==> src/include/cct_pkg.sv <==
// package: register map, field layout and types of the capture/compare timer
package cct_pkg;
  // counter and prescaler widths, channel count
  localparam int unsigned CNT_W   = 16;
  localparam int unsigned DIV_W   = 6;
  localparam int unsigned NCH     = 4;
  // register byte offsets
  localparam logic [7:0]  OFS_SC  = 8'h00;  // status and control
  localparam logic [7:0]  OFS_CNT = 8'h04;  // counter, read only
  localparam logic [7:0]  OFS_MOD = 8'h08;  // period limit high:low
  localparam logic [2:0]  CH_PAGE = 3'h1;   // paddr[7:5] of channel block 0x20..0x3C
  localparam int unsigned CH_IDX_LSB = 3;   // paddr[4:3] picks the channel
  localparam int unsigned CH_VAL_BIT = 2;   // paddr[2]: 0 control, 1 value
  // status and control fields
  localparam int unsigned SC_FLAG = 7;      // overflow_flag
  localparam int unsigned SC_IE   = 6;      // overflow_irq_enable
  localparam int unsigned SC_STOP = 5;      // counter stop
  localparam int unsigned SC_RST  = 4;      // counter reset, write one, reads zero
  localparam int unsigned SEL_MSB = 2;      // clock_select_field [2:0]
  localparam int unsigned CH_FLAG = 7;      // channel_event_flag in channel control
  // values after reset
  localparam logic             STOP_RST = 1'h1;
  localparam logic [2:0]       SEL_RST  = 3'h0;
  localparam logic [CNT_W-1:0] MOD_RST  = 16'hFFFF;
  localparam logic [CNT_W-1:0] VAL_RST  = 16'h0000;
  localparam logic [2:0]       SEL_EXT  = 3'h7;  // external clock pin
  // compare action codes; capture uses bit0 rising, bit1 falling
  typedef enum logic [1:0] {
    ACT_NONE   = 2'h0,
    ACT_TOGGLE = 2'h1,
    ACT_CLEAR  = 2'h2,
    ACT_SET    = 2'h3
  } cct_act_e;
  // channel control register, one byte
  typedef struct packed {
    logic       flag;  // channel_event_flag
    logic       ie;    // channel_irq_enable
    logic       buf_;  // pair buffer select, even channels only
    logic       oc;    // 1 output compare, 0 input capture
    logic [1:0] el;    // edge select or compare action
    logic       tov;   // toggle_on_wrap
    logic       maxd;  // full_duty_select
  } cct_chctl_s;
  localparam cct_chctl_s CTL_RST = 8'h00;
endpackage

==> src/cct_chan.sv <==
// one capture/compare channel: edge detect, compare match and pin driver
`timescale 1ns/1ps
module cct_chan #(
  parameter int unsigned CW = cct_pkg::CNT_W
) (
  input  wire logic               pclk,
  input  wire logic               presetn,
  input  wire cct_pkg::cct_chctl_s ctl,      // effective control
  input  wire logic               en,       // channel owns its pin
  input  wire logic               adv,      // counter advances this cycle
  input  wire logic               wrap,     // counter wraps this cycle
  input  wire logic [CW-1:0]      cnt_nx,   // counter value after this cycle
  input  wire logic [CW-1:0]      cmp_val,  // active compare value
  input  wire logic               pin_in,
  output logic                    cap_ev,   // capture event, comb pulse
  output logic                    cmp_ev,   // compare event, comb pulse
  output logic                    pin_out,
  output logic                    pin_oe
);
  logic prev_q;      // pin level last cycle
  logic pin_q;       // output level
  logic oe_q;        // drive enable
  logic is_oc;       // channel drives its pin
  logic hold_full;   // full duty hold, compares do not move the pin

  always_comb begin
    is_oc = en & ctl.oc;
    hold_full = is_oc & ctl.maxd & ~ctl.tov;
    // RULE_07 edge polarity select
    cap_ev = en & ~ctl.oc & ((ctl.el[0] & pin_in & ~prev_q) | (ctl.el[1] & ~pin_in & prev_q));
    // RULE_21 match when counter reaches value
    cmp_ev = is_oc & adv & (cnt_nx == cmp_val);
  end

  // pin history for edge detection
  always_ff @(posedge pclk or negedge presetn) begin
    if (!presetn) begin
      prev_q <= 1'h0;
    end else begin
      prev_q <= pin_in;
    end
  end

  // pin driver; compare action beats the wrap toggle, so a zero value gives no pulse
  always_ff @(posedge pclk or negedge presetn) begin
    if (!presetn) begin
      pin_q <= 1'h0;
      oe_q  <= 1'h0;
    end else begin
      oe_q <= is_oc;
      // RULE_25 full duty holds pulse level
      if (hold_full && wrap) begin
        pin_q <= (ctl.el != cct_pkg::ACT_SET);
      end else if (cmp_ev && !hold_full) begin
        // RULE_09 set, clear or toggle
        case (ctl.el)
          cct_pkg::ACT_TOGGLE: pin_q <= ~pin_q;
          cct_pkg::ACT_CLEAR:  pin_q <= 1'h0;
          cct_pkg::ACT_SET:    pin_q <= 1'h1;
          default:             pin_q <= pin_q;
        endcase
      end else if (is_oc && wrap && ctl.tov) begin
        // RULE_18 toggle at wrap
        pin_q <= ~pin_q;
      end
    end
  end

  assign pin_out = pin_q;
  assign pin_oe  = oe_q;
endmodule

==> src/cct_timer.sv <==
// four-channel capture/compare timer with APB register slave
// How it works
// RULE_01 - 16-bit up counter, free or modulo
// RULE_02 - counter wraps at period limit value
// RULE_03 - counter reads never disturb counting
// RULE_04 - 3-bit field selects counter clock
// RULE_05 - four channels, each capture or compare
// RULE_06 - active edge copies counter into value
// RULE_07 - capture on rising, falling or both
// RULE_08 - capture and compare raise channel irq
// RULE_09 - compare match sets, clears, toggles pin
// RULE_10 - unbuffered value writes take effect immediately
// RULE_11 - lower value from compare handler
// RULE_12 - raise value from overflow handler
// RULE_13 - channel 0 buffer bit links 0,1
// RULE_14 - last written set takes over at wrap
// RULE_15 - linked odd channel control unused, pin released
// RULE_16 - channel 2 buffer bit links 2,3
// RULE_17 - software avoids writing active value set
// RULE_18 - toggle on wrap makes pwm period
// RULE_19 - pwm compare action opposes pulse level
// RULE_20 - period is limit plus one counts
// RULE_21 - pulse width equals compare value
// RULE_22 - software never toggles pwm on compare
// RULE_23 - overflow flag set on wrap to zero
// RULE_24 - channel flag set per event, gated irq
// RULE_25 - no toggle gives 0%, full duty 100%
// RULE_26 - select all ones uses external clock
// RULE_27 - codes 0..6 divide by 1..64
`timescale 1ns/1ps
module cct_timer #(
  parameter int unsigned AW = 8,               // apb address width
  parameter int unsigned CW = cct_pkg::CNT_W   // counter width
) (
  input  wire logic          pclk,
  input  wire logic          presetn,
  input  wire logic          psel,
  input  wire logic          penable,
  input  wire logic          pwrite,
  input  wire logic [AW-1:0] paddr,
  input  wire logic [31:0]   pwdata,
  output logic      [31:0]   prdata,
  output logic               pready,
  output logic               pslverr,
  input  wire logic          ext_clk_in,   // external_timer_clock_pin
  input  wire logic [3:0]    ch_in,        // channel pins, input side
  output logic      [3:0]    ch_out,       // channel pins, output side
  output logic      [3:0]    ch_oe,        // channel pins, drive enable
  output logic               ovf_irq,
  output logic      [3:0]    ch_irq
);
  localparam int unsigned NCH = cct_pkg::NCH;

  // bus state
  logic [31:0]  prdata_q;      // read data, captured in setup
  logic         pready_q;      // high during access cycle
  logic         pslverr_q;     // unmapped or misaligned
  logic [31:0]  rd_d;          // read mux
  logic         err_d;         // decode error
  logic         wr;            // write takes effect
  logic         is_ch;         // address in channel page
  logic [1:0]   idx;           // channel index from address
  logic [NCH-1:0] wr_ctl;      // channel control written
  logic [NCH-1:0] wr_val;      // channel value written
  logic         wr_sc;         // status/control written
  logic         cnt_rst;       // counter reset command

  // control and status
  logic            ovf_flag_q;  // overflow_flag
  logic            ovf_ie_q;    // overflow_irq_enable
  logic            stop_q;      // counter stopped
  logic [2:0]      sel_q;       // clock_select_field
  logic [CW-1:0]   mod_q;       // period_limit_high:low
  logic [CW-1:0]   cnt_q;       // counter
  logic [cct_pkg::DIV_W-1:0] div_q;  // prescaler
  logic            ext_prev_q;  // external clock last level
  cct_pkg::cct_chctl_s ctl_q [NCH];  // channel control
  logic [CW-1:0]   val_q [NCH];      // channel_value_high:low
  logic            ovf_irq_q;
  logic [NCH-1:0]  ch_irq_q;

  // buffered pairs: index 0 is pair 0/1, index 1 is pair 2/3
  logic [1:0]      link;        // pair linked
  logic [1:0]      wrote_odd_q; // last write went to odd channel
  logic [1:0]      act_odd_q;   // odd channel values in control

  // counter timing
  logic [6:0]      mask;        // divider mask for the select code
  logic            tick;        // selected counter clock enable
  logic            adv;         // counter steps this cycle
  logic            wrap;        // counter passes limit this cycle
  logic [CW-1:0]   cnt_nx;      // counter after this cycle

  // channel wiring
  cct_pkg::cct_chctl_s ctl_eff [NCH];
  logic [CW-1:0]   cmp_val [NCH];
  logic [NCH-1:0]  en;
  logic [NCH-1:0]  cap_ev;
  logic [NCH-1:0]  cmp_ev;
  logic [NCH-1:0]  ev;

  // ---------------- apb decode ----------------
  always_comb begin
    wr     = psel & penable & pwrite & pready_q;
    is_ch  = (paddr[7:5] == cct_pkg::CH_PAGE) && (paddr[1:0] == 2'h0);
    idx    = paddr[cct_pkg::CH_IDX_LSB +: 2];
    wr_sc  = wr && (paddr == cct_pkg::OFS_SC);
    cnt_rst = wr_sc & pwdata[cct_pkg::SC_RST];
    for (int i = 0; i < NCH; i++) begin
      wr_ctl[i] = wr & is_ch & ~paddr[cct_pkg::CH_VAL_BIT] & (idx == 2'(i));
      wr_val[i] = wr & is_ch & paddr[cct_pkg::CH_VAL_BIT] & (idx == 2'(i));
    end
  end

  // read mux; a counter read is a plain look, nothing is latched or held
  always_comb begin
    rd_d  = 32'h0000_0000;
    err_d = 1'h0;
    if (is_ch) begin
      rd_d = paddr[cct_pkg::CH_VAL_BIT] ? {16'h0000, val_q[idx]} : {24'h00_0000, ctl_q[idx]};
    end else begin
      case (paddr)
        cct_pkg::OFS_SC:  rd_d = {24'h00_0000, ovf_flag_q, ovf_ie_q, stop_q, 2'h0, sel_q};
        // RULE_03 read has no side effect
        cct_pkg::OFS_CNT: rd_d = {16'h0000, cnt_q};
        cct_pkg::OFS_MOD: rd_d = {16'h0000, mod_q};
        default:          err_d = 1'h1;
      endcase
    end
  end

  // bus answer: one wait-free access phase, data taken in the setup cycle
  always_ff @(posedge pclk or negedge presetn) begin
    if (!presetn) begin
      prdata_q  <= 32'h0000_0000;
      pready_q  <= 1'h0;
      pslverr_q <= 1'h0;
    end else begin
      pready_q <= psel & ~penable;
      if (psel && !penable) begin
        prdata_q  <= pwrite ? 32'h0000_0000 : rd_d;
        pslverr_q <= err_d;
      end else begin
        pslverr_q <= 1'h0;
      end
    end
  end

  assign prdata  = prdata_q;
  assign pready  = pready_q;
  assign pslverr = pslverr_q;

  // ---------------- status and control ----------------
  always_ff @(posedge pclk or negedge presetn) begin
    if (!presetn) begin
      ovf_ie_q <= 1'h0;
      stop_q   <= cct_pkg::STOP_RST;
      sel_q    <= cct_pkg::SEL_RST;
      mod_q    <= cct_pkg::MOD_RST;
    end else begin
      if (wr_sc) begin
        ovf_ie_q <= pwdata[cct_pkg::SC_IE];
        stop_q   <= pwdata[cct_pkg::SC_STOP];
        // RULE_04 clock select write
        sel_q    <= pwdata[cct_pkg::SEL_MSB:0];
      end
      if (wr && paddr == cct_pkg::OFS_MOD) begin
        mod_q <= pwdata[CW-1:0];
      end
    end
  end

  // overflow flag: wrap beats a software clear in the same cycle
  always_ff @(posedge pclk or negedge presetn) begin
    if (!presetn) begin
      ovf_flag_q <= 1'h0;
    end else if (wrap) begin
      // RULE_23 flag on wrap
      ovf_flag_q <= 1'h1;
    end else if (wr_sc && !pwdata[cct_pkg::SC_FLAG]) begin
      ovf_flag_q <= 1'h0;
    end
  end

  // ---------------- prescaler and counter ----------------
  always_comb begin
    // RULE_27 binary divide ratios
    mask = 7'((7'h01 << sel_q) - 7'h01);
    // RULE_26 external pin when all ones
    if (sel_q == cct_pkg::SEL_EXT) begin
      tick = ext_clk_in & ~ext_prev_q;
    end else begin
      tick = (div_q & mask[cct_pkg::DIV_W-1:0]) == mask[cct_pkg::DIV_W-1:0];
    end
    adv  = tick & ~stop_q & ~cnt_rst;
    // RULE_02 wrap at period limit
    wrap = adv & (cnt_q == mod_q);
    // RULE_20 limit plus one counts
    cnt_nx = wrap ? '0 : CW'(cnt_q + 1'h1);
  end

  // divider runs free so a select change takes effect within one slow period
  always_ff @(posedge pclk or negedge presetn) begin
    if (!presetn) begin
      div_q      <= '0;
      ext_prev_q <= 1'h0;
    end else begin
      ext_prev_q <= ext_clk_in;
      div_q      <= cnt_rst ? '0 : cct_pkg::DIV_W'(div_q + 1'h1);
    end
  end

  // RULE_01 16-bit up counter
  always_ff @(posedge pclk or negedge presetn) begin
    if (!presetn) begin
      cnt_q <= '0;
    end else if (cnt_rst) begin
      cnt_q <= '0;
    end else if (adv) begin
      cnt_q <= cnt_nx;
    end
  end

  // ---------------- buffered pairs ----------------
  always_comb begin
    // RULE_13 pair 0/1 link bit
    link[0] = ctl_q[0].buf_;
    // RULE_16 pair 2/3 link bit
    link[1] = ctl_q[2].buf_;
  end

  // track the last written set and hand it over only at wrap
  always_ff @(posedge pclk or negedge presetn) begin
    if (!presetn) begin
      wrote_odd_q <= 2'h0;
      act_odd_q   <= 2'h0;
    end else begin
      for (int p = 0; p < 2; p++) begin
        if (!link[p]) begin
          wrote_odd_q[p] <= 1'h0;
          act_odd_q[p]   <= 1'h0;
        end else begin
          if (wr_val[2*p+1]) begin
            wrote_odd_q[p] <= 1'h1;
          end else if (wr_val[2*p]) begin
            wrote_odd_q[p] <= 1'h0;
          end
          // RULE_14 swap set at wrap
          if (wrap) begin
            act_odd_q[p] <= wrote_odd_q[p];
          end
        end
      end
    end
  end

  // effective control and compare value per channel
  always_comb begin
    for (int i = 0; i < NCH; i++) begin
      ctl_eff[i] = ctl_q[i];
      cmp_val[i] = val_q[i];
      en[i]      = 1'h1;
    end
    for (int p = 0; p < 2; p++) begin
      if (link[p]) begin
        // a linked even channel always compares
        ctl_eff[2*p].oc = 1'h1;
        cmp_val[2*p]    = act_odd_q[p] ? val_q[2*p+1] : val_q[2*p];
        // RULE_15 odd pin released
        en[2*p+1]       = 1'h0;
      end
    end
  end

  // ---------------- channel registers ----------------
  // RULE_05 four channels, each odd one released when its pair is linked
  for (genvar g = 0; g < NCH; g++) begin : g_ch
    cct_chan #(.CW(CW)) u_chan (
      .pclk    (pclk),
      .presetn (presetn),
      .ctl     (ctl_eff[g]),
      .en      (en[g]),
      .adv     (adv),
      .wrap    (wrap),
      .cnt_nx  (cnt_nx),
      .cmp_val (cmp_val[g]),
      .pin_in  (ch_in[g]),
      .cap_ev  (cap_ev[g]),
      .cmp_ev  (cmp_ev[g]),
      .pin_out (ch_out[g]),
      .pin_oe  (ch_oe[g])
    );
  end

  assign ev = cap_ev | cmp_ev;

  // channel control: an event beats a clear written in the same cycle
  always_ff @(posedge pclk or negedge presetn) begin
    if (!presetn) begin
      for (int i = 0; i < NCH; i++) begin
        ctl_q[i] <= cct_pkg::CTL_RST;
      end
    end else begin
      for (int i = 0; i < NCH; i++) begin
        if (wr_ctl[i]) begin
          ctl_q[i] <= pwdata[7:0];
          // odd channels have no buffer bit
          ctl_q[i].buf_ <= (i % 2 == 0) ? pwdata[5] : 1'h0;
          ctl_q[i].flag <= ctl_q[i].flag & pwdata[cct_pkg::CH_FLAG];
        end
        // RULE_24 flag per event
        if (ev[i]) begin
          ctl_q[i].flag <= 1'h1;
        end
      end
    end
  end

  // channel values: capture beats a bus write in the same cycle
  always_ff @(posedge pclk or negedge presetn) begin
    if (!presetn) begin
      for (int i = 0; i < NCH; i++) begin
        val_q[i] <= cct_pkg::VAL_RST;
      end
    end else begin
      for (int i = 0; i < NCH; i++) begin
        if (cap_ev[i]) begin
          // RULE_06 latch counter on edge
          val_q[i] <= cnt_q;
        end else if (wr_val[i]) begin
          // RULE_10 immediate value replace
          val_q[i] <= pwdata[CW-1:0];
        end
      end
    end
  end

  // ---------------- interrupt requests ----------------
  always_ff @(posedge pclk or negedge presetn) begin
    if (!presetn) begin
      ovf_irq_q <= 1'h0;
      ch_irq_q  <= '0;
    end else begin
      ovf_irq_q <= ovf_flag_q & ovf_ie_q;
      // RULE_08 irq per channel
      for (int i = 0; i < NCH; i++) begin
        ch_irq_q[i] <= ctl_q[i].flag & ctl_q[i].ie;
      end
    end
  end

  assign ovf_irq = ovf_irq_q;
  assign ch_irq  = ch_irq_q;
endmodule

==> config.mk <==
export PLATFORM = sky130hd
export DESIGN_NAME = cct_timer
export DESIGN_NICKNAME = d
export VERILOG_FILES = /design/src/include/cct_pkg.sv /design/src/cct_chan.sv /design/src/cct_timer.sv
export SDC_FILE = /design/constraint.sdc
export NUM_CORES = 1
export LEC_CHECK = 0
export BUFFER_PORTS_ARGS = -buffer_cell sky130_fd_sc_hd__buf_2
export CORE_MARGIN = 2
export CORE_UTILIZATION = 65
export DETAILED_ROUTE_END_ITERATION = 10
export MAX_ROUTING_LAYER = met4
export PLACE_DENSITY = 0.86
export SYNTH_ARGS = -nofsm -noshare
export SYNTH_HDL_FRONTEND = slang
export SYNTH_HIERARCHICAL = 1
export SYNTH_SLANG_ARGS = --single-unit
==> constraint.sdc <==
create_clock -name pclk -period 7.3 [get_ports pclk]
set_input_delay 1.46 -clock pclk [delete_from_list [all_inputs] [get_ports pclk]]
set_output_delay 1.46 -clock pclk [all_outputs]
set_load 0.02 [all_outputs]
==> Flow_metrics.wiki <==
{| class="wikitable"
! Metric !! Value
|-
| Final min period || around 5.4 ns
|-
| Critical Path Fanout Max || 28
|-
| Pin slew with the least headroom to its limit || 1.05 ns
|-
| Worst relative slew slack || 0.296
|-
| Clock latency of the later-clocked register in the worst-skew pair || roughly 0.43 ns
|-
| Clk buf depth || 2
|-
| Number of antenna violations at the first check in global routing || 1
|-
| Arrival time at the worst endpoint || 5.72 ns
|-
| Width of the die || 133 um
|-
| Initial core utilization || 0.657
|-
| Vias after detailed routing || 9074
|-
| Met2 Resource Use GR || 0.558
|-
| Required @ worst endpoint || 7.61 ns
|-
| Buffers added on ports || 64
|-
| Post-CTS clock slew at the launch and capture registers of the worst setup and hold paths || 0.07 ns
|-
| Wire length of the first global-routing pass || between 40000 and 50000 um
|-
| Max capacitance violation total || 0
|-
| Count of flip-flops with a built-in enable after synthesis || 0
|-
| Synth async-reset ratio || 1.00
|-
| Type of destination of the critical path || flip-flop
|-
| Maximum number of pins on one net before global-route repair || 104
|-
| Area Growth Syn to Fin || 9.42%
|-
| Maximum resistive drop on vdd || 189 uV
|-
| Remaining routing DRC violations || 0
|-
| Run status || finished clean
|-
| Total clock buffers created by CTS || 17
|-
| Number of global-route vias before repair || 8981
|-
| Net total in the final layout || 1131
|-
| Final setup violating endpoints || 0
|-
| Placed cells || 1277
|-
| Register bit count reported by yosys || 178
|-
| Post-synthesis instance total || about 1100
|-
| Met3 global-route usage || 0.0927
|-
| Half-perimeter wire length after detailed placement || around 20000 um
|-
| Overall overflow remaining after global route || 0
|-
| Number of hold-slack violations in the final timing report || 0
|-
| Post-synth cell types || 60
|-
| TritonCTS clock tree || yes
|-
| Layout Cells excl Fill || between 1000 and 1500
|-
| Boundary Pins || 97
|-
| Clock skew || 0.0118 ns
|-
| Buffer cell driving the clock tree root || sky130_fd_sc_hd__clkbuf_16
|-
| Final weighted congestion of routability-driven global placement || just under 1
|-
| Number of hold buffers added after CTS || 0
|-
| Worst min-delay path category || flip-flop to flip-flop
|-
| Final Cycle Share || 0.742
|-
| Global router's overall resource usage || 0.375
|-
| Startpoint type of the worst setup path || primary input
|-
| Via-per-instance ratio || slightly below 7
|-
| Achievable clock frequency || 185 MHz
|-
| Area of the core region || 16400 sq um
|-
| CTS H-tree lvls || 4
|-
| Post-Synthesis Cell Area || 10800 sq um
|-
| Die area || 17600 sq um
|-
| Most common cell after layout, fill and taps aside || sky130_fd_sc_hd__dfrtp_1
|-
| Warnings, synthesis || 6
|-
| Primary FF master, synth || sky130_fd_sc_hd__dfrtp_1
|-
| Proportion of synthesized chip area in sequential cells || 0.415
|-
| Share of cells above drive strength 1 || 0.228
|-
| Number of rows in the core area || 47
|-
| GR met1 Demand/Resource || 0.472
|-
| Fin. max-slew vios || 0
|-
| Clk sink count || ~180
|-
| Layer carrying the most global-route usage || met2
|-
| Post-CTS Resized || 0
|-
| Average wire length per cell after detail routing || between 20 and 25 um
|-
| RSZ-0062 raised after global routing || false
|-
| Detailed-route wire length || ~31000 um
|-
| First-pass iteration count of the detailed router || 5
|-
| Overall die height || 133 um
|-
| Final sum of negative setup slack || 0 ns
|-
| Power density normalized to cell area || 223 nW/um^2
|-
| Number of design-rule violations left by the first detailed-router iteration || 1156
|-
| Leakage component of the power || 5.30 nW
|-
| Synthesized area divided by synthesized cell count || 10.3 sq um
|-
| Buffers inserted by post-CTS timing repair || 0
|-
| Highest-count cells in the layout ignoring fill and taps || 161 x sky130_fd_sc_hd__dfrtp_1, 125 x sky130_fd_sc_hd__nand2_1, 82 x sky130_fd_sc_hd__mux2i_1, 77 x sky130_fd_sc_hd__o21ai_0, 74 x sky130_fd_sc_hd__mux2_2
|-
| Number of nets still failing antenna checks after routing || 0
|-
| Classification of the worst setup path || primary input to flip-flop
|}
## power breakdown
part           leakage, nW  switching [mW]  internal (mW)
clock network        0.301           0.402          0.596
logic                 2.64           0.360          0.188
registers             2.36          0.0605           1.02
total                 5.30           0.823           1.81
## Yosys cell counts, types with 3 or more instances
cell type                  instances  area share
sky130_fd_sc_hd__a22o_1           17       0.014
sky130_fd_sc_hd__or2_2             4      0.0023
sky130_fd_sc_hd__nand4_1           9      0.0052
sky130_fd_sc_hd__inv_1            14      0.0049
sky130_fd_sc_hd__xor2_1           67       0.054
sky130_fd_sc_hd__nor2b_1           9      0.0052
sky130_fd_sc_hd__o21ai_0          77       0.036
sky130_fd_sc_hd__nand2_2           3      0.0017
sky130_fd_sc_hd__and3_1            5      0.0029
sky130_fd_sc_hd__o32ai_1           8      0.0065
sky130_fd_sc_hd__nand3b_1          4      0.0028
sky130_fd_sc_hd__a21oi_1          20      0.0093
sky130_fd_sc_hd__or3_1            10      0.0058
sky130_fd_sc_hd__and2_1           13      0.0075
sky130_fd_sc_hd__nor4_1           13      0.0075
sky130_fd_sc_hd__nand2b_1          6      0.0035
sky130_fd_sc_hd__and4_1            5      0.0041
sky130_fd_sc_hd__mux2_2           74       0.077
sky130_fd_sc_hd__dfrtp_1         161        0.37
sky130_fd_sc_hd__xnor2_1          27       0.022
sky130_fd_sc_hd__or4_4             3      0.0031
sky130_fd_sc_hd__dfstp_2          17       0.041
sky130_fd_sc_hd__buf_2            26       0.012
sky130_fd_sc_hd__buf_4            19       0.013
sky130_fd_sc_hd__nor3_2            3      0.0028
sky130_fd_sc_hd__a211oi_1         15       0.010
sky130_fd_sc_hd__and3b_1           4      0.0032
sky130_fd_sc_hd__nand2_1         125       0.044
sky130_fd_sc_hd__ha_1              5      0.0058
sky130_fd_sc_hd__nand3_1          22       0.010
sky130_fd_sc_hd__clkbuf_1         40       0.014
sky130_fd_sc_hd__a22oi_1          14      0.0097
sky130_fd_sc_hd__nor2_1           38       0.013
sky130_fd_sc_hd__o22ai_1          31       0.018
sky130_fd_sc_hd__mux4_2           23       0.048
sky130_fd_sc_hd__mux2i_1          82       0.076
sky130_fd_sc_hd__buf_1             7      0.0024
## routing by layer
metal  up-vias  share of wire
met5         -              0
met4         0          0.056
met3       172           0.11
met2       707           0.46
met1      4402           0.38
li1       3793              -
## cells by family after synthesis
| logic type | share of synthesized area |
|---|---|
| xor+xnor | 0.0763 |
| flops | 0.415 |
| mux | 0.201 |
| fa+ha+maj | 0.00580 |
| buf+inv | 0.0465 |
| simple gates | 0.139 |
| compound gates | 0.115 |
| other cells | 0.000696 |
## registers in the layout, indices dropped and copies added, names as in the netlist, 6 cells and up
signal / count
val_q: 32
prdata: 16
cnt_q: 16
ctl_eff: 28
mod_q: 16
cmp_val: 32
div_q: 6
## cell type report
cell class / count / area (sq um)
Antenna cell: 1 / 2.50
Clock buffer: 21 / 460
Clock inverter: 11 / 178
Fill cell: 1089 / 4610
Inverter: 14 / 52.6
Multi-Input combinational cell: 787 / 5930
Sequential cell: 178 / 4480
Tap cell: 220 / 275
Timing Repair Buffer: 78 / 432
## final timing paths
kind / to / startpoint / cells after the start / slack, ns
max in group asynchronous: g_ch[3].u_chan/pin_out$_DFFE_PN0P_ / presetn / 2 / 4.60
hold reg to reg: prdata[6]$_DFFE_PN0P_ / prdata[6]$_DFFE_PN0P_ / 1 / 0.50
setup reg to reg: g_ch[0].u_chan/pin_out$_DFFE_PN0P_ / cnt_q[9]$_DFFE_PN0P_ / 11 / 2.48
hold / removal: prdata[6]$_DFFE_PN0P_ / prdata[6]$_DFFE_PN0P_ / 1 / 0.50
setup / recovery: g_ch[0].u_chan/pin_out$_DFFE_PN0P_ / paddr[4] / 13 / 1.88
min in group asynchronous: cnt_q[8]$_DFFE_PN0P_ / presetn / 1 / 1.14
## metrics by stage
stage	instance area [sq um]	setup WS (ns)	utilization	hold slack, ns	total power [mW]
4_1_cts	11800	2.20	0.719	0.503	2.61
6_report	11800	1.88	0.719	0.497	2.63
5_1_grt	11800	1.90	0.719	0.516	2.71
3_3_place_gp	11200	1.99	0.680	0.479	1.60
2_1_floorplan	10900	3.23	-	0.459	1.46
3_5_place_dp	11200	1.87	0.680	0.489	1.61
## critical path: stages
cell and delay (ns):
sky130_fd_sc_hd__buf_2 0.65, sky130_fd_sc_hd__nor2_1 0.24, sky130_fd_sc_hd__nand4_4 0.25, sky130_fd_sc_hd__nor2_2 0.05
sky130_fd_sc_hd__buf_4 0.22, sky130_fd_sc_hd__nor4_4 0.50, sky130_fd_sc_hd__buf_4 0.41, sky130_fd_sc_hd__a21oi_1 0.20
sky130_fd_sc_hd__xor2_1 0.19, sky130_fd_sc_hd__nor4_1 0.76, sky130_fd_sc_hd__nand3b_1 0.31, sky130_fd_sc_hd__o41ai_1 0.33
sky130_fd_sc_hd__a211oi_1 0.12
No activity file was read; power rests on OpenSTA's default activity.
